==> config.mk <==
export PLATFORM = sky130hd
export DESIGN_NAME = mbs_map
export DESIGN_NICKNAME = d
export VERILOG_FILES = /design/src/hdl/mbs_pkg.sv /design/src/hdl/mbs_map.sv
export SDC_FILE = /design/constraint.sdc
export NUM_CORES = 1
export LEC_CHECK = 0
export BUFFER_PORTS_ARGS = -buffer_cell sky130_fd_sc_hd__buf_4
export CORE_MARGIN = 4
export CORE_UTILIZATION = 35
export CTS_CLUSTER_DIAMETER = 50
export DETAILED_ROUTE_END_ITERATION = 8
export GPL_ROUTABILITY_DRIVEN = 0
export SETUP_SLACK_MARGIN = 0.02
export SYNTH_ARGS = -nofsm -noshare
export SYNTH_HDL_FRONTEND = slang
export SYNTH_SLANG_ARGS = --single-unit
export TNS_END_PERCENT = 30
==> constraint.sdc <==
create_clock -name clk -period 4.17 [get_ports clk]
set_input_delay 0.6255 -clock clk [delete_from_list [all_inputs] [get_ports clk]]
set_output_delay 0.6255 -clock clk [all_outputs]
set_load 0.03 [all_outputs]
==> src/hdl/mbs_pkg.sv <==
// constants and types for the memory map and bus stretch block
package mbs_pkg;
	// ------------------------------------------------------------
	// register map (index, byte address is four times the index)
	// ------------------------------------------------------------
	localparam logic [7:0]  REG_EEPROM_POSITION_IDX = 8'h12;
	localparam logic [7:0]  REG_MISC_MAPPING_IDX    = 8'h13;
	localparam logic [7:0]  REG_MAP_STATUS_IDX      = 8'h14;
	localparam logic [7:0]  REG_WINDOW_BASE_IDX     = 8'h15;
	// ------------------------------------------------------------
	// field positions and reset values
	// ------------------------------------------------------------
	localparam int          EE_BASE_LSB      = 4;
	localparam int          EE_ON_BIT        = 0;
	localparam logic [7:0]  EE_POS_RESET     = 8'h01;
	localparam logic [3:0]  EE_BASE_RESET    = 4'h0;
	localparam logic [7:0]  EE_POS_MASK      = 8'hf1;
	localparam int          NARROW_FOLLOW_BIT_BIT         = 6;
	localparam int          RFSTR_LSB        = 4;
	localparam int          EXSTR_LSB        = 2;
	localparam int          FLASH_HALF_SELECT_BIT       = 1;
	localparam int          FLASH_ENABLE_BIT        = 0;
	localparam logic [7:0]  MISC_MASK        = 8'h7f;
	localparam logic [7:0]  MISC_RESET_EXP   = 8'h0c;
	localparam logic [7:0]  MISC_RESET_SC    = 8'h0f;
	// edges after reset before the synchronised straps are trusted
	localparam logic [1:0]  MODE_SETTLE_EDGES = 2'h3;
	// ------------------------------------------------------------
	// address map sizes
	// ------------------------------------------------------------
	localparam logic [15:0] EE_RESET_BASE    = 16'h0d00;
	localparam logic [15:0] EE_SIZE          = 16'h0300;
	localparam logic [15:0] REG_BLOCK_SIZE   = 16'h0200;
	localparam logic [15:0] RAM_SIZE         = 16'h0400;
	localparam logic [15:0] DBG_ROM_BASE     = 16'hff00;
	localparam int          FLASH_HALF_BIT   = 15;
	localparam int          BLOCK2K_LSB      = 11;
	// ------------------------------------------------------------
	// enumerations
	// ------------------------------------------------------------
	typedef enum logic [2:0]
	{
		SEL_DEBUG = 3'b000,
		SEL_REGS  = 3'b001,
		SEL_RAM   = 3'b010,
		SEL_EE    = 3'b011,
		SEL_FLASH = 3'b100,
		SEL_EXT   = 3'b101
	} mbs_sel_t;
	typedef enum logic [1:0]
	{
		MODE_SINGLE = 2'b00,
		MODE_NARROW = 2'b01,
		MODE_WIDE   = 2'b10,
		MODE_PERIPH = 2'b11
	} mbs_mode_t;
	typedef enum logic [0:0]
	{
		BUS_IDLE    = 1'b0,
		BUS_STRETCH = 1'b1
	} mbs_bus_st_t;
endpackage

==> src/hdl/mbs_map.sv <==
// address decode, mapping registers and external bus stretch control
//
// Operation
// - eeprom base bits give top four address bits of the eeprom
// - eeprom base writes once in normal modes, always in special, readable
// - read enable gates array reads only, never control or program access
// - read enable resets to one and is forced one in single chip
// - eeprom decoded only while read enable is one
// - flash sits in lower or upper half per half select
// - ram, registers, eeprom, debug rom override flash on overlap
// - misc register always readable, write once normal, any time special
// - half select zero low half, one high half; mode dependent reset
// - half select ignored while flash disabled
// - flash enable resets zero expanded, one single chip; gates flash
// - narrow follow bit picks 8-bit window bus in wide expanded only
// - follow window starts after 512-byte register block, moves with it
// - follow window stretch 0 to 3 clocks, ignored single chip, periph
// - external stretch 0 to 3 clocks, ignored single chip, periph
// - external bus 8 or 16 bits, low byte strobe marks width
// - only ram accesses show strobe and a0 both high
// - misaligned ram word: addressed byte high, next byte low
// - eeprom on 4K boundary, starts at 0d00 after reset
// - priority debug rom, registers, ram, eeprom, flash, then external
//
// Decided for this implementation: the Avalon-MM interface to the registers.
`timescale 1ns/1ps
module mbs_map
	import mbs_pkg::*;
(
	// clock and reset
	input  wire logic        clk,
	input  wire logic        rst_n,
	input  wire logic        clk_en,
	// operating mode straps
	input  wire logic [1:0]  mode_sel,
	input  wire logic        special_mode,
	// register and ram positions and debug rom state from the rest of the chip
	input  wire logic [4:0]  reg_base_bits,
	input  wire logic [4:0]  ram_base_bits,
	input  wire logic        debug_rom_active,
	// avalon-mm slave
	input  wire logic [7:0]  avs_address,
	input  wire logic        avs_read,
	input  wire logic        avs_write,
	input  wire logic [31:0] avs_writedata,
	output logic      [31:0] avs_readdata,
	output logic             avs_waitrequest,
	// cpu side access
	input  wire logic        cpu_req,
	input  wire logic        cpu_write,
	input  wire logic        cpu_word,
	input  wire logic [15:0] cpu_addr,
	input  wire logic [15:0] cpu_wdata,
	output logic             cpu_ready,
	output logic      [2:0]  cpu_sel,
	output logic             cpu_array_read_en,
	// ram data lane steering
	input  wire logic [15:0] ram_rdata,
	output logic      [15:0] ram_rdata_swapped,
	// external bus
	output logic      [15:0] ext_addr,
	output logic      [15:0] ext_wdata,
	output logic             ext_rw,
	output logic             low_byte_strobe_n,
	output logic             ext_cycle,
	output logic             ext_narrow
);
	// ------------------------------------------------------------
	// state
	// ------------------------------------------------------------
	typedef struct packed
	{
		logic [7:0]   eeprom_position;
		logic [7:0]   misc_mapping_control;
		logic         ee_written;
		logic         misc_written;
		logic [2:0]   mode_s1;
		logic [2:0]   mode_s2;
		logic [2:0]   mode_s3;
		logic         reset_seen;
		logic [1:0]   settle;
		logic         ack;
		logic [31:0]  rdata;
		mbs_bus_st_t  bus_st;
		logic [1:0]   stretch_left;
		logic [15:0]  addr;
		logic [15:0]  wdata;
		logic         rw;
		logic         low_byte_strobe_n_n;
		logic         cycle;
		logic         narrow;
		logic         done;
		logic [2:0]   sel;
		logic [15:0]  ram_swap;
	} mbs_state_t;

	mbs_state_t state;
	mbs_state_t next_state;

	// ------------------------------------------------------------
	// helpers
	// ------------------------------------------------------------
	function automatic logic in_range(input logic [15:0] a, input logic [15:0] base, input logic [15:0] size);
		logic [16:0] top;
		top = {1'b0, base} + {1'b0, size};
		in_range = ({1'b0, a} >= {1'b0, base}) && ({1'b0, a} < top);
	endfunction

	function automatic logic [1:0] field2(input logic [7:0] r, input int lsb);
		field2 = r[lsb +: 2];
	endfunction

	// synchronised mode, second and third stage agree
	mbs_mode_t mode;
	logic      special;
	logic      single_chip;
	logic      no_stretch;
	logic      mode_stable;
	assign mode_stable = (state.mode_s2 == state.mode_s3);
	assign mode        = mbs_mode_t'(state.mode_s3[1:0]);
	assign special     = state.mode_s3[2];
	assign single_chip = (mode == MODE_SINGLE);
	assign no_stretch  = single_chip || (mode == MODE_PERIPH);

	// ------------------------------------------------------------
	// decode
	// ------------------------------------------------------------
	logic [15:0] reg_base;
	logic [15:0] ram_base;
	logic [15:0] ee_base;
	logic [15:0] follow_base;
	logic        ee_on;
	logic        flash_on;
	logic        flash_hi;
	logic        hit_follow;
	mbs_sel_t    sel;

	assign reg_base    = {reg_base_bits, 11'h000};
	assign ram_base    = {ram_base_bits, 11'h000};
	// eeprom sits at 0d00 offset inside its 4K block
	assign ee_base     = {state.eeprom_position[EE_BASE_LSB +: 4], EE_RESET_BASE[11:0]};
	assign follow_base = reg_base + REG_BLOCK_SIZE;
	assign ee_on       = state.eeprom_position[EE_ON_BIT] | single_chip;
	assign flash_on    = state.misc_mapping_control[FLASH_ENABLE_BIT];
	assign flash_hi    = state.misc_mapping_control[FLASH_HALF_SELECT_BIT];
	assign hit_follow  = in_range(cpu_addr, follow_base, REG_BLOCK_SIZE);

	always_comb
	begin
		// fixed order gives overlap priority
		if (debug_rom_active && in_range(cpu_addr, DBG_ROM_BASE, 16'h0100))
			sel = SEL_DEBUG;
		else if (in_range(cpu_addr, reg_base, REG_BLOCK_SIZE))
			sel = SEL_REGS;
		else if (in_range(cpu_addr, ram_base, RAM_SIZE))
			sel = SEL_RAM;
		// disabled eeprom falls through the map entirely
		else if (ee_on && in_range(cpu_addr, ee_base, EE_SIZE))
			sel = SEL_EE;
		else if (flash_on && (cpu_addr[FLASH_HALF_BIT] == flash_hi))
			sel = SEL_FLASH;
		else
			sel = SEL_EXT;
	end

	// control and program paths ignore this; only array reads are gated
	assign cpu_array_read_en = ee_on;

	// ------------------------------------------------------------
	// next state
	// ------------------------------------------------------------
	logic        reg_hit_ee;
	logic        reg_hit_misc;
	logic        reg_hit_stat;
	logic        reg_hit_win;
	logic [1:0]  stretch;
	logic        wide_bus;
	assign reg_hit_ee   = (avs_address == REG_EEPROM_POSITION_IDX);
	assign reg_hit_misc = (avs_address == REG_MISC_MAPPING_IDX);
	assign reg_hit_stat = (avs_address == REG_MAP_STATUS_IDX);
	assign reg_hit_win  = (avs_address == REG_WINDOW_BASE_IDX);
	assign wide_bus     = (mode == MODE_WIDE);
	assign stretch      = no_stretch ? 2'h0 :
		(hit_follow ? field2(state.misc_mapping_control, RFSTR_LSB)
		            : field2(state.misc_mapping_control, EXSTR_LSB));

	always_comb
	begin
		next_state         = state;
		next_state.mode_s1 = {special_mode, mode_sel};
		next_state.mode_s2 = state.mode_s1;
		next_state.mode_s3 = state.mode_s2;
		next_state.ack     = 1'b0;
		next_state.done    = 1'b0;
		// mode dependent reset values once straps have settled
		// sync stages hold reset zeros at first, which would read as single chip
		if (state.settle != MODE_SETTLE_EDGES)
			next_state.settle = state.settle + 2'h1;
		if (!state.reset_seen && mode_stable && (state.settle == MODE_SETTLE_EDGES))
		begin
			next_state.reset_seen           = 1'b1;
			next_state.misc_mapping_control = single_chip ? MISC_RESET_SC : MISC_RESET_EXP;
		end
		// register bus: one wait state, then answer
		if ((avs_read || avs_write) && !state.ack && state.reset_seen)
		begin
			next_state.ack   = 1'b1;
			next_state.rdata = 32'h0000_0000;
			if (avs_read && reg_hit_ee)
				next_state.rdata = {24'h000000, state.eeprom_position[7:1], ee_on};
			if (avs_read && reg_hit_misc)
				next_state.rdata = {24'h000000, state.misc_mapping_control};
			if (avs_read && reg_hit_stat)
				next_state.rdata = {24'h000000, state.cycle, state.bus_st, state.sel, mode, special};
			if (avs_read && reg_hit_win)
				next_state.rdata = {16'h0000, follow_base};
		end
		// writes land only at the edge that sees waitrequest low
		if (avs_write && state.ack)
		begin
			if (avs_write && reg_hit_ee && (special || !state.ee_written))
			begin
				next_state.eeprom_position = avs_writedata[7:0] & EE_POS_MASK;
				next_state.ee_written      = 1'b1;
			end
			else if (avs_write && reg_hit_ee)
				// base locked after first write, enable stays free
				next_state.eeprom_position[EE_ON_BIT] = avs_writedata[EE_ON_BIT];
			if (avs_write && reg_hit_misc && (special || !state.misc_written))
			begin
				next_state.misc_mapping_control = avs_writedata[7:0] & MISC_MASK;
				next_state.misc_written         = 1'b1;
			end
		end
		// external bus engine
		unique case (state.bus_st)
			BUS_IDLE:
			begin
				next_state.cycle = 1'b0;
				if (cpu_req && !state.done)
				begin
					next_state.sel      = sel;
					next_state.addr     = cpu_addr;
					next_state.wdata    = cpu_wdata;
					next_state.rw       = !cpu_write;
					// odd word with strobe high only for ram
					next_state.low_byte_strobe_n_n  = cpu_word ? cpu_addr[0] && (sel == SEL_RAM) : !cpu_addr[0];
					next_state.ram_swap = cpu_addr[0] ? {ram_rdata[7:0], ram_rdata[15:8]} : ram_rdata;
					next_state.narrow   = (mode == MODE_NARROW) || (wide_bus && hit_follow
						&& state.misc_mapping_control[NARROW_FOLLOW_BIT_BIT]);
					if (sel == SEL_EXT && !single_chip)
					begin
						next_state.cycle = 1'b1;
						if (stretch != 2'h0)
						begin
							next_state.bus_st       = BUS_STRETCH;
							next_state.stretch_left = stretch;
						end
						else
							next_state.done = 1'b1;
					end
					else
						next_state.done = 1'b1;
				end
			end
			BUS_STRETCH:
			begin
				// address and control held while counting down
				next_state.stretch_left = state.stretch_left - 2'h1;
				if (state.stretch_left == 2'h1)
				begin
					next_state.bus_st = BUS_IDLE;
					next_state.done   = 1'b1;
				end
			end
		endcase
	end

	// ------------------------------------------------------------
	// registers
	// ------------------------------------------------------------
	always_ff @(posedge clk or negedge rst_n)
	begin
		if (!rst_n)
		begin
			state                      <= '0;
			state.eeprom_position      <= EE_POS_RESET;
			state.misc_mapping_control <= MISC_RESET_EXP;
			state.low_byte_strobe_n_n              <= 1'b1;
			state.rw                   <= 1'b1;
			state.bus_st               <= BUS_IDLE;
		end
		else if (clk_en)
			state <= next_state;
	end

	// ------------------------------------------------------------
	// outputs
	// ------------------------------------------------------------
	assign avs_readdata      = state.rdata;
	assign avs_waitrequest   = (avs_read || avs_write) && !state.ack;
	assign cpu_ready         = state.done;
	assign cpu_sel           = state.sel;
	assign ram_rdata_swapped = state.ram_swap;
	assign ext_addr          = state.addr;
	assign ext_wdata         = state.wdata;
	assign ext_rw            = state.rw;
	assign low_byte_strobe_n = state.low_byte_strobe_n_n;
	assign ext_cycle         = state.cycle;
	assign ext_narrow        = state.narrow;
endmodule

==> results of run 1 <==
routing by layer:
layer	share of wire, %	up-vias
li1	-	2081
met1	44	2058
met2	47	159
met3	6.7	18
met4	1.7	0
met5	0	-
Yosys cell counts (3+ instances only):
cell type | n | area, µm²
sky130_fd_sc_hd__nand3_1 | 9 | 45.0
sky130_fd_sc_hd__xnor2_1 | 4 | 35.0
sky130_fd_sc_hd__buf_1 | 3 | 11.3
sky130_fd_sc_hd__nand2_1 | 143 | 537
sky130_fd_sc_hd__nor3_1 | 6 | 30.0
sky130_fd_sc_hd__a21o_1 | 3 | 22.5
sky130_fd_sc_hd__dfstp_2 | 5 | 131
sky130_fd_sc_hd__clkbuf_1 | 14 | 52.6
sky130_fd_sc_hd__a21oi_1 | 8 | 40.0
sky130_fd_sc_hd__a211oi_1 | 4 | 30.0
sky130_fd_sc_hd__a22o_1 | 12 | 105
sky130_fd_sc_hd__o21ai_0 | 34 | 170
sky130_fd_sc_hd__or2_2 | 4 | 25.0
sky130_fd_sc_hd__dfrtp_1 | 96 | 2400
sky130_fd_sc_hd__nor2b_1 | 4 | 25.0
sky130_fd_sc_hd__mux2_2 | 10 | 113
sky130_fd_sc_hd__a22oi_1 | 3 | 22.5
sky130_fd_sc_hd__and3_2 | 3 | 22.5
sky130_fd_sc_hd__inv_1 | 30 | 113
sky130_fd_sc_hd__buf_4 | 85 | 638
sky130_fd_sc_hd__ha_1 | 26 | 325
sky130_fd_sc_hd__xor2_1 | 3 | 26.3
sky130_fd_sc_hd__mux2i_1 | 24 | 240
sky130_fd_sc_hd__nand2b_1 | 6 | 37.5
sky130_fd_sc_hd__nor2_1 | 14 | 52.6
sky130_fd_sc_hd__nand4_1 | 5 | 31.3
sky130_fd_sc_hd__o21ai_1 | 6 | 30.0
area by class of cell:
class / count / share of cell area (%)
flip-flops and latches: 101 / 37.2
multi-input cells: 385 / 35.3
repair buffers: 162 / 17.9
well taps: 216 / 3.97
clock buffers: 13 / 3.67
inverters: 30 / 1.65
clock inverters: 3 / 0.312
state kept, by name, summed over array words and instances, names as in the netlist:
register	count
flash_hi	1
special	1
ext_rw	1
next_state	6
state	16
low_byte_strobe_n	1
ram_rdata_swapped	16
cpu_sel	3
ext_wdata	16
ee_base	4
flash_on	1
ext_cycle	1
mode	2
avs_readdata	14
ext_addr	16
ext_narrow	1
cpu_ready	1
how the worst max path moves through the flow:
stage | startpoint | to | slack [ps]
floorplan | reg_base_bits[4] | state[57] | 1830
global placement | cpu_addr[14] | state[57] | 1490
detailed placement | cpu_addr[15] | state[57] | 1450
CTS | ee_base[12] | state[57] | 1590
global route | ee_base[12] | state[57] | 1370
finish | ee_base[12] | cpu_ready | 1600
logic make-up after synthesis:
family          Yosys count
mux                      36
compound gates           84
xor+xnor                  7
flops                   101
buf+inv                 134
fa+ha+maj                26
other cells               1
simple gates            214
where the power goes:
part	internal [µW]	leakage, µW	switching [µW]	total, µW
combinational	657	0.00215	1100	1760
clock	422	0.000130	364	786
sequential	1330	0.00126	232	1560
through the flow:
| step | instance area, µm² | util, % | std cells | total power (µW) | worst slack, ps |
|---|---|---|---|---|---|
| floorplan | 5770 | - | 620 | 2980 | 1830 |
| global placement | 6540 | 41.0 | 894 | 3310 | 1490 |
| detailed placement | 6540 | 41.0 | 894 | 3360 | 1450 |
| CTS | 6810 | 42.7 | 910 | 4170 | 1590 |
| global route | 6810 | 42.7 | 910 | 4370 | 1370 |
| finish | 6810 | 42.7 | 910 | 4100 | 1600 |
==> metrics.txt, run 1 <==
# TYPE chip_impl_metric gauge
chip_impl_info{name="outcome",value="complete, no violations"} 1
chip_impl_info{name="grt_busiest_layer",value="met2"} 1
chip_impl_metric{name="fin_hold_ws",unit="ps"} 289
chip_impl_metric{name="max_stage_delay",unit="ps"} 490
chip_impl_info{name="min-delay-path-class",value="in2async"} 1
chip_impl_metric{name="initialDrtViolationCount",unit=""} 150
chip_impl_metric{name="worstSetupPathDepth",unit=""} 9
chip_impl_metric{name="clk_path_buf_depth",unit=""} 2
chip_impl_metric{name="routed_wire_length_per_instance",unit="µm"} 15.7
chip_impl_metric{name="peakVddDrop",unit="mV"} 0.259
chip_impl_metric{name="fillers",unit=""} 1587
chip_impl_metric{name="global_route.usage.met3",unit="%"} 3.45
chip_impl_metric{name="yosys_warnings",unit=""} 0
chip_impl_metric{name="floorplan.rows",unit=""} 46
chip_impl_metric{name="viasPerCell",unit=""} 4.74
chip_impl_metric{name="fraction_of_synthesized_area_in_multiplexers",unit="%"} 6.71
chip_impl_metric{name="finalSetupViolations",unit=""} 0
chip_impl_metric{name="global_route.usage.met2",unit="%"} 25.7
chip_impl_metric{name="synth_edf_count",unit=""} 0
chip_impl_metric{name="maxSlewViolCount",unit=""} 0
chip_impl_metric{name="insertedDiodeCount",unit=""} 0
chip_impl_metric{name="grt.overflow.total",unit=""} 0
chip_impl_metric{name="grt_use_total",unit="%"} 15.5
chip_impl_metric{name="grt_pass1_wl",unit="µm"} 22500
chip_impl_metric{name="max_cap_viol_count",unit=""} 0
chip_impl_metric{name="synthesis.area_per_instance",unit="µm²"} 9.46
chip_impl_metric{name="timing.critical_path.arrival",unit="ps"} 2760
chip_impl_metric{name="synth_seq_area_share",unit="%"} 44.4
chip_impl_metric{name="detail-route-antenna-nets",unit=""} 0
chip_impl_metric{name="drive_above_1_share",unit="%"} 30.1
chip_impl_metric{name="multi_input_area",unit="mm²"} 0.00241
chip_impl_info{name="most_used_dff_post_synth",value="sky130_fd_sc_hd__dfrtp_1"} 1
chip_impl_info{name="timing.critical_path.to_type",value="register"} 1
chip_impl_metric{name="synth-compound-area-share",unit="%"} 9.34
chip_impl_metric{name="max_slew.worst_pin.slew",unit="ps"} 828
chip_impl_metric{name="global_route.usage.met1",unit="%"} 20.4
chip_impl_metric{name="fin_tns_setup",unit="ps"} 0
chip_impl_metric{name="async_flop_share",unit="%"} 100
chip_impl_info{name="tritoncts",value="done"} 1
chip_impl_metric{name="synthXorXnorAreaFrac",unit="%"} 1.07
chip_impl_metric{name="antenna_found_initial",unit=""} 0
chip_impl_metric{name="r2r.worst_path.cells",unit=""} 9
chip_impl_metric{name="postRouteWirelength",unit="µm"} 14300
chip_impl_metric{name="chipWidth",unit="µm"} 136
chip_impl_metric{name="largest_net_degree_at_the_start_of_global_routing",unit=""} 47
chip_impl_metric{name="yosys_register_bits",unit=""} 101
chip_impl_metric{name="maxClockFrequency",unit="MHz"} 390
chip_impl_info{name="grt_setup_unrepaired",value="false"} 1
chip_impl_metric{name="skew",unit="ps"} 5.26
chip_impl_metric{name="standard_cell_core_area",unit="mm²"} 0.0159
chip_impl_info{name="most_frequent_cell_on_the_critical_path",value="sky130_fd_sc_hd__ha_1"} 1
chip_impl_metric{name="cts_htree_levels",unit=""} 3
chip_impl_metric{name="drt-pass1-iter-count",unit=""} 4
chip_impl_metric{name="dr_total_vias",unit=""} 4316
chip_impl_info{name="synth_top_family_by_area",value="simple AND/OR/NAND/NOR gates"} 1
chip_impl_metric{name="maxSlewHeadroom",unit="%"} 44.7
chip_impl_metric{name="worstPathRequired",unit="ps"} 4360
chip_impl_info{name="layout_commonest_cell",value="sky130_fd_sc_hd__buf_4"} 1
chip_impl_metric{name="timing.reg2reg.setup_slack",unit="ps"} 1600
chip_impl_info{name="critical_path.reg2reg.endpoint",value="cpu_ready"} 1
chip_impl_metric{name="floorplan.io_pins",unit=""} 200
chip_impl_metric{name="drt_drc_violations_left",unit=""} 0
chip_impl_metric{name="synth.cell_area",unit="mm²"} 0.00571
chip_impl_metric{name="layout-area-overhead-vs-synth",unit="%"} 19.4
chip_impl_metric{name="path_buf_inv",unit=""} 0
chip_impl_metric{name="leakage",unit="µW"} 0.00353
chip_impl_metric{name="cts.repair.resized",unit=""} 0
chip_impl_metric{name="port_buffers",unit=""} 157
chip_impl_metric{name="post_synth_adder_cell_area",unit="%"} 5.70
chip_impl_metric{name="fin_crit_sh",unit="%"} 61.5
chip_impl_metric{name="yosys.area_share.simple",unit="%"} 18.1
chip_impl_info{name="cp_cell_sequence",value="ha_1, xnor2_1, ha_1, nand2_1, o21ai_0, a211oi_1, nor3_1, nor4b_1, o221ai_1"} 1
chip_impl_metric{name="cts.hold.buffers_added",unit=""} 0
chip_impl_metric{name="power_density",unit="mW/mm²"} 603
chip_impl_metric{name="place.detailed.hpwl",unit="µm"} 10900
chip_impl_info{name="critPathTopFamily",value="simple AND/OR/NAND/NOR gates"} 1
chip_impl_metric{name="post-route-min-period",unit="ps"} 2570
chip_impl_metric{name="total_die_area",unit="mm²"} 0.0184
chip_impl_metric{name="hold_viol",unit=""} 0
chip_impl_info{name="worst_setup_path_start_kind",value="register"} 1
chip_impl_metric{name="regArea",unit="mm²"} 0.00253
chip_impl_metric{name="count_of_clock_tree_sinks",unit=""} 101
chip_impl_metric{name="num-nets-final",unit=""} 825
chip_impl_metric{name="synth_cells",unit=""} 603
chip_impl_metric{name="die_height",unit="µm"} 136
chip_impl_info{name="regToRegStartpoint",value="ee_base[12]"} 1
chip_impl_info{name="layout.cells.most_common_list",value="sky130_fd_sc_hd__buf_4, sky130_fd_sc_hd__nand2_1, sky130_fd_sc_hd__dfrtp_1, sky130_fd_sc_hd__o21ai_0, sky130_fd_sc_hd__inv_1"} 1
chip_impl_metric{name="grt_pass1_vias",unit=""} 4459
chip_impl_metric{name="clkTransAtPathRegs",unit="ps"} 70
chip_impl_info{name="cts_root_buf",value="sky130_fd_sc_hd__clkbuf_16"} 1
chip_impl_metric{name="cts_setup_buffers",unit=""} 0
chip_impl_info{name="path_class",value="reg2reg"} 1
chip_impl_metric{name="insertion_delay",unit="ps"} 350
chip_impl_metric{name="tritoncts.num_buffers",unit=""} 9
chip_impl_metric{name="initial_utilization",unit="%"} 35.8
chip_impl_metric{name="distinct_cell_type_count_after_synthesis",unit=""} 56
chip_impl_info{name="crit_slowest_cell",value="sky130_fd_sc_hd__nor3_1"} 1
chip_impl_metric{name="critical_path_peak_fanout",unit=""} 5
No activity file was read; power rests on OpenSTA's default activity.
==> run 2, diff against run 1 <==
clock period = 2.1 ns   (was 4.17 ns; I/O delays follow)
==> metrics.txt, run 2 (synthesis results as in run 1) <==
# TYPE chip_impl_metric gauge
chip_impl_info{name="outcome",value="finished, violations left"} 1
chip_impl_info{name="violations_in_the_final_reports",value="negative setup slack"} 1
chip_impl_metric{name="initial_utilization",unit="%"} 35.8
chip_impl_metric{name="max_cap_viol_count",unit=""} 0
chip_impl_metric{name="post-route-min-period",unit="ps"} 2160
chip_impl_metric{name="final_design_area_no_fill",unit="mm²"} 0.00724
chip_impl_metric{name="hold_viol",unit=""} 0
chip_impl_metric{name="grt_use_total",unit="%"} 15.6
chip_impl_metric{name="grt_pass1_vias",unit=""} 4474
chip_impl_metric{name="initialDrtViolationCount",unit=""} 191
chip_impl_metric{name="largest_net_degree_at_the_start_of_global_routing",unit=""} 69
chip_impl_metric{name="power.internal",unit="µW"} 5060
chip_impl_metric{name="power.share.sequential",unit="%"} 36.7
chip_impl_metric{name="clkTransAtPathRegs",unit="ps"} 70
chip_impl_metric{name="count_of_clock_tree_sinks",unit=""} 101
chip_impl_metric{name="clock_power_share",unit="%"} 21.0
chip_impl_metric{name="die_height",unit="µm"} 136
chip_impl_info{name="tritoncts",value="done"} 1
chip_impl_info{name="min-delay-path-class",value="in2reg"} 1
chip_impl_info{name="timing.critical_path.to_type",value="register"} 1
chip_impl_metric{name="timing.reg2reg.setup_slack",unit="ps"} -60
chip_impl_metric{name="grt.overflow.total",unit=""} 0
chip_impl_metric{name="critical_path_peak_fanout",unit=""} 4
chip_impl_info{name="layout.cells.most_common_list",value="sky130_fd_sc_hd__buf_4, sky130_fd_sc_hd__nand2_1, sky130_fd_sc_hd__dfrtp_1, sky130_fd_sc_hd__o21ai_0, sky130_fd_sc_hd__inv_1"} 1
chip_impl_info{name="cts_root_buf",value="sky130_fd_sc_hd__clkbuf_16"} 1
chip_impl_info{name="layout_commonest_cell",value="sky130_fd_sc_hd__buf_4"} 1
chip_impl_metric{name="place.detailed.hpwl",unit="µm"} 11000
chip_impl_metric{name="port_buffers",unit=""} 157
chip_impl_metric{name="standard_cell_core_area",unit="mm²"} 0.0159
chip_impl_metric{name="cts_htree_levels",unit=""} 3
chip_impl_info{name="path_class",value="reg2reg"} 1
chip_impl_info{name="worst_setup_path_start_kind",value="register"} 1
chip_impl_metric{name="antenna_found_initial",unit=""} 0
chip_impl_metric{name="skew",unit="ps"} 7.04
chip_impl_metric{name="drive_above_1_share",unit="%"} 35.5
chip_impl_metric{name="detail-route-antenna-nets",unit=""} 0
chip_impl_metric{name="finalSetupViolations",unit=""} 6
chip_impl_info{name="setup.worst_path.start",value="ee_base[12]"} 1
chip_impl_metric{name="drt-pass1-iter-count",unit=""} 5
chip_impl_metric{name="drt_drc_violations_left",unit=""} 0
chip_impl_metric{name="total_die_area",unit="mm²"} 0.0184
chip_impl_info{name="grt_setup_unrepaired",value="true"} 1
chip_impl_metric{name="switching_share",unit="%"} 40.2
chip_impl_metric{name="fillers",unit=""} 1553
chip_impl_metric{name="post-place-ws",unit="ps"} -184
chip_impl_info{name="critical_path.reg2reg.endpoint",value="state[58]"} 1
chip_impl_metric{name="finalCoreUtilization",unit="%"} 45.4
chip_impl_metric{name="grt_pass1_wl",unit="µm"} 22700
chip_impl_metric{name="r2r.worst_path.cells",unit=""} 11
chip_impl_metric{name="dr_total_vias",unit=""} 4444
chip_impl_metric{name="insertion_delay",unit="ps"} 350
chip_impl_metric{name="fin_crit_sh",unit="%"} 103
chip_impl_metric{name="routed_wire_length_per_instance",unit="µm"} 15.1
chip_impl_metric{name="insertedDiodeCount",unit=""} 0
chip_impl_metric{name="post_dp_cell_area",unit="mm²"} 0.00684
chip_impl_metric{name="floorplan.io_pins",unit=""} 200
chip_impl_metric{name="chipWidth",unit="µm"} 136
chip_impl_metric{name="setup_ws",unit="ps"} -58.5
chip_impl_info{name="crit_end",value="state[58]"} 1
chip_impl_metric{name="maxClockFrequency",unit="MHz"} 463
chip_impl_metric{name="combPwrFrac",unit="%"} 42.3
chip_impl_metric{name="tritoncts.num_buffers",unit=""} 9
chip_impl_metric{name="worstPathRequired",unit="ps"} 2340
chip_impl_metric{name="power_density",unit="mW/mm²"} 1170
chip_impl_metric{name="net-switching-power",unit="µW"} 3400
chip_impl_metric{name="peakVddDrop",unit="mV"} 0.591
chip_impl_metric{name="timing.critical_path.arrival",unit="ps"} 2390
chip_impl_metric{name="floorplan.rows",unit=""} 46
chip_impl_metric{name="num-nets-final",unit=""} 867
chip_impl_metric{name="viasPerCell",unit=""} 4.67
chip_impl_metric{name="leakage",unit="µW"} 0.00378
chip_impl_metric{name="layout-area-overhead-vs-synth",unit="%"} 26.9
chip_impl_metric{name="maxSlewViolCount",unit=""} 0
chip_impl_info{name="regToRegStartpoint",value="ee_base[12]"} 1
chip_impl_metric{name="postRouteWirelength",unit="µm"} 14400
chip_impl_metric{name="clk_path_buf_depth",unit=""} 2
run 2: changes by cell type in the layout (fill, tap and decap cells not counted), sizes merged:
| cell | change |
|---|---|
| dlygate4sd3 | +1 |
| clkinv | -1 |
| clkinvlp | +2 |
| bufinv | +2 |
| buf | +41 |
| clkbuf | -3 |
run 2: critical path: stages (launching register included):
cell and delay, ps:
sky130_fd_sc_hd__dfrtp_1 390, sky130_fd_sc_hd__ha_2 210, sky130_fd_sc_hd__xnor2_2 130, sky130_fd_sc_hd__ha_1 300
sky130_fd_sc_hd__a211oi_2 200, sky130_fd_sc_hd__o21ai_2 80, sky130_fd_sc_hd__a211oi_2 180, sky130_fd_sc_hd__buf_4 160
sky130_fd_sc_hd__nor3_4 50, sky130_fd_sc_hd__buf_4 130, sky130_fd_sc_hd__a21oi_1 140, sky130_fd_sc_hd__nor2b_1 60
run 2: power groups by stage:
stage / clock (µW) / sequential (µW) / combinational (µW)
after floorplan: 0 / 3060 / 2850
final: 1780 / 3100 / 3580
after global placement: 0 / 3110 / 3540
after CTS: 1850 / 3110 / 3610
after global routing: 1930 / 3190 / 3860
after detailed placement: 0 / 3150 / 3600
run 2: how the worst min path moves through the flow:
stage | startpoint | to | slack, ps | cells past startpoint
2_1_floorplan | rst_n | avs_readdata[0] | 20 | 0
3_3_place_gp | rst_n | ext_wdata[12] | 360 | 2
3_5_place_dp | rst_n | ext_wdata[12] | 360 | 2
4_1_cts | cpu_write | ext_rw | 110 | 2
5_1_grt | cpu_write | ext_rw | 110 | 2
6_report | cpu_write | ext_rw | 130 | 2
run 2: what timing repair did:
item / CTS / global route
resized for setup: 3 / 5
buffers inserted: 2 / 2
setup endpoints to repair: 8 / 8
endpoints found under the hold margin: 27 / 0
pin swaps: 6 / 4
hold buffers: 1 / 0
run 2: layer usage:
metal	global-route usage, %	vias up	part of all wire (%)
met5	0	-	0
met4	5.99	0	2.0
met3	3.23	21	6.8
met2	24.9	153	46
met1	20.8	2106	45
li1	-	2164	-
run 2: stage by stage:
| step | instances | power, µW | setup TNS [ps] | hold slack [ps] |
|---|---|---|---|---|
| floorplan | 620 | 5920 | 0 | 19.4 |
| global placement | 931 | 6660 | -396 | 357 |
| detailed placement | 931 | 6740 | -952 | 362 |
| CTS | 950 | 8570 | -729 | 114 |
| global route | 952 | 8990 | -1250 | 112 |
| finish | 952 | 8460 | -244 | 132 |
run 2: area by class of cell:
type                       count  area [µm²]  share of cell area, %
clock buffer                  10         229                   3.16
clock inverter                 6        87.6                   1.21
inverter                      30         113                   1.56
multi-input combinational    385        2460                   34.0
sequential                   101        2530                   35.0
tap                          216         270                   3.73
timing repair buffer         204        1550                   21.4
==> run 3, diff against run 2 <==
CELL_PAD_IN_SITES_DETAIL_PLACEMENT = 0   (was unset)
CELL_PAD_IN_SITES_GLOBAL_PLACEMENT = 1   (was unset)
CORE_UTILIZATION = 34   (was 35)
PLACE_DENSITY_LB_ADDON = 0.1   (was unset)
==> metrics.txt, run 3 (synthesis results as in run 1) <==
# TYPE chip_impl_metric gauge
chip_impl_metric{name="insertedDiodeCount",unit=""} 0
chip_impl_metric{name="maxClockFrequency",unit="MHz"} 465
chip_impl_metric{name="antenna_found_initial",unit=""} 0
chip_impl_metric{name="place.detailed.hpwl",unit="µm"} 11100
chip_impl_metric{name="fin_tns_setup",unit="ps"} -98.5
chip_impl_metric{name="max_stage_delay",unit="ps"} 400
chip_impl_metric{name="post_dp_cell_area",unit="mm²"} 0.00685
chip_impl_metric{name="floorplan.io_pins",unit=""} 200
chip_impl_metric{name="fin_total_pwr",unit="µW"} 8420
chip_impl_metric{name="tritoncts.num_buffers",unit=""} 9
chip_impl_metric{name="initialDrtViolationCount",unit=""} 124
chip_impl_metric{name="grt.overflow.total",unit=""} 0
chip_impl_metric{name="maxSlewHeadroom",unit="%"} 51.6
chip_impl_metric{name="skew",unit="ps"} 7.20
chip_impl_metric{name="post-route-min-period",unit="ps"} 2150
chip_impl_metric{name="grt_pass1_wl",unit="µm"} 22500
chip_impl_info{name="min-delay-path-class",value="in2reg"} 1
chip_impl_metric{name="fin_hold_ws",unit="ps"} 140
chip_impl_info{name="path_class",value="reg2reg"} 1
chip_impl_metric{name="total_die_area",unit="mm²"} 0.0189
chip_impl_info{name="violations_in_the_final_reports",value="negative setup slack"} 1
chip_impl_metric{name="initial_utilization",unit="%"} 34.5
chip_impl_metric{name="dpl.cell_count",unit=""} 935
chip_impl_metric{name="max_cap_viol_count",unit=""} 0
chip_impl_info{name="worst_setup_path_start_kind",value="register"} 1
chip_impl_info{name="timing.critical_path.to_type",value="register"} 1
chip_impl_info{name="tritoncts",value="done"} 1
chip_impl_info{name="layout_commonest_cell",value="sky130_fd_sc_hd__buf_4"} 1
chip_impl_metric{name="detail-route-antenna-nets",unit=""} 0
chip_impl_info{name="cts_root_buf",value="sky130_fd_sc_hd__clkbuf_16"} 1
chip_impl_metric{name="viasPerCell",unit=""} 4.58
chip_impl_metric{name="drive_above_1_share",unit="%"} 35.3
chip_impl_info{name="outcome",value="finished, violations left"} 1
chip_impl_metric{name="clkTransAtPathRegs",unit="ps"} 70
chip_impl_metric{name="final_design_area_no_fill",unit="mm²"} 0.00723
chip_impl_metric{name="fin_crit_sh",unit="%"} 102
chip_impl_metric{name="layout-area-overhead-vs-synth",unit="%"} 26.7
chip_impl_metric{name="finalSetupViolations",unit=""} 4
chip_impl_metric{name="dr_total_vias",unit=""} 4375
chip_impl_metric{name="leakage",unit="µW"} 0.00377
chip_impl_info{name="crit_slowest_cell",value="sky130_fd_sc_hd__dfrtp_1"} 1
chip_impl_metric{name="path_buf_inv",unit=""} 1
chip_impl_info{name="most_frequent_cell_on_the_critical_path",value="sky130_fd_sc_hd__a211oi_2"} 1
chip_impl_info{name="grt_setup_unrepaired",value="true"} 1
chip_impl_metric{name="setup_ws",unit="ps"} -50.8
chip_impl_metric{name="drt_drc_violations_left",unit=""} 0
chip_impl_metric{name="insertion_delay",unit="ps"} 350
chip_impl_metric{name="die_height",unit="µm"} 138
chip_impl_metric{name="grt_use_total",unit="%"} 15.4
chip_impl_metric{name="num-nets-final",unit=""} 867
chip_impl_metric{name="maxSlewViolCount",unit=""} 0
chip_impl_info{name="critPathTopFamily",value="compound AO/OA/AOI/OAI gates"} 1
chip_impl_metric{name="postRouteWirelength",unit="µm"} 14400
chip_impl_metric{name="clk_path_buf_depth",unit=""} 2
chip_impl_metric{name="cts_htree_levels",unit=""} 3
chip_impl_metric{name="timing.critical_path.arrival",unit="ps"} 2420
chip_impl_metric{name="chipWidth",unit="µm"} 138
chip_impl_metric{name="hold_viol",unit=""} 0
chip_impl_metric{name="port_buffers",unit=""} 157
chip_impl_metric{name="drt-pass1-iter-count",unit=""} 4
chip_impl_metric{name="routed_wire_length_per_instance",unit="µm"} 15.1
chip_impl_metric{name="max_slew.worst_pin.slew",unit="ps"} 725
chip_impl_metric{name="final_cell_count_without_fillers",unit=""} 956
chip_impl_metric{name="standard_cell_core_area",unit="mm²"} 0.0165
chip_impl_metric{name="count_of_clock_tree_sinks",unit=""} 101
chip_impl_info{name="layout.cells.most_common_list",value="sky130_fd_sc_hd__buf_4, sky130_fd_sc_hd__nand2_1, sky130_fd_sc_hd__dfrtp_1, sky130_fd_sc_hd__o21ai_0, sky130_fd_sc_hd__inv_1"} 1
chip_impl_metric{name="worstPathRequired",unit="ps"} 2370
chip_impl_metric{name="largest_net_degree_at_the_start_of_global_routing",unit=""} 76
chip_impl_metric{name="grt_pass1_vias",unit=""} 4303
chip_impl_metric{name="floorplan.rows",unit=""} 47
chip_impl_info{name="cp_cell_sequence",value="ha_2, xnor2_1, ha_1, a211oi_2, o21ai_1, a211oi_2, nor3_2, buf_4, a21o_1, o211ai_1"} 1
chip_impl_metric{name="peakVddDrop",unit="mV"} 0.511
chip_impl_metric{name="critical_path_peak_fanout",unit=""} 3
chip_impl_metric{name="power_density",unit="mW/mm²"} 1160
[run 3: stage by stage]
stage	util, %	setup slack, ps
global placement	41.4	-121
global route	43.7	-208
floorplan	-	42.6
finish	43.7	-50.8
CTS	43.7	-139
detailed placement	41.4	-160
[run 3: power by group]
| group | total [µW] | leakage (µW) | switching [µW] | internal (µW) |
|---|---|---|---|---|
| Combinational | 3560 | 0.00236 | 2190 | 1360 |
| Sequential | 3070 | 0.00126 | 433 | 2640 |
| Clock | 1790 | 0.000155 | 760 | 1030 |
[run 3: layout make-up]
cell class	instances	area, µm²
fill	1652	9300
inverter	30	113
timing repair buffer	204	1550
multi-input combinational	385	2440
clock buffer	12	267
tap	220	275
sequential	101	2530
clock inverter	4	55.1
[run 3: final timing paths]
path | from | to | slack [ps] | cells past startpoint
min in group asynchronous | rst_n | ext_wdata[12] | 430 | 2
max in group asynchronous | rst_n | ext_rw | 900 | 3
min reg2reg | ext_wdata[8] | ext_wdata[8] | 480 | 2
max | ee_base[13] | state[56] | -50 | 10
min | cpu_write | ext_rw | 140 | 2
max reg2reg | ee_base[13] | state[56] | -50 | 10
[run 3: layer usage]
metal  routed length (µm)  up-vias  track usage [%]
met4                  177        0             4.21
met1                 6660     2055             21.4
met2                 6570      139             23.7
met3                 1010       12             4.20
met5                    0        -                0
li1                     -     2169                -
[run 3: what timing repair did]
item | CTS | global route
hold buffers | 1 | 0
gates resized for setup | 2 | 2
endpoints found under the setup margin | 7 | 8
endpoints found under the hold margin | 25 | 0
setup buffers | 4 | 0
pin swaps | 7 | 4
[run 3: worst reg2reg max path, stage by stage, from the launching register on]
cell,delay (ps)
sky130_fd_sc_hd__dfrtp_1,400
sky130_fd_sc_hd__ha_2,200
sky130_fd_sc_hd__xnor2_1,120
sky130_fd_sc_hd__ha_1,300
sky130_fd_sc_hd__a211oi_2,180
sky130_fd_sc_hd__o21ai_1,100
sky130_fd_sc_hd__a211oi_2,280
sky130_fd_sc_hd__nor3_2,100
sky130_fd_sc_hd__buf_4,160
sky130_fd_sc_hd__a21o_1,170
sky130_fd_sc_hd__o211ai_1,70
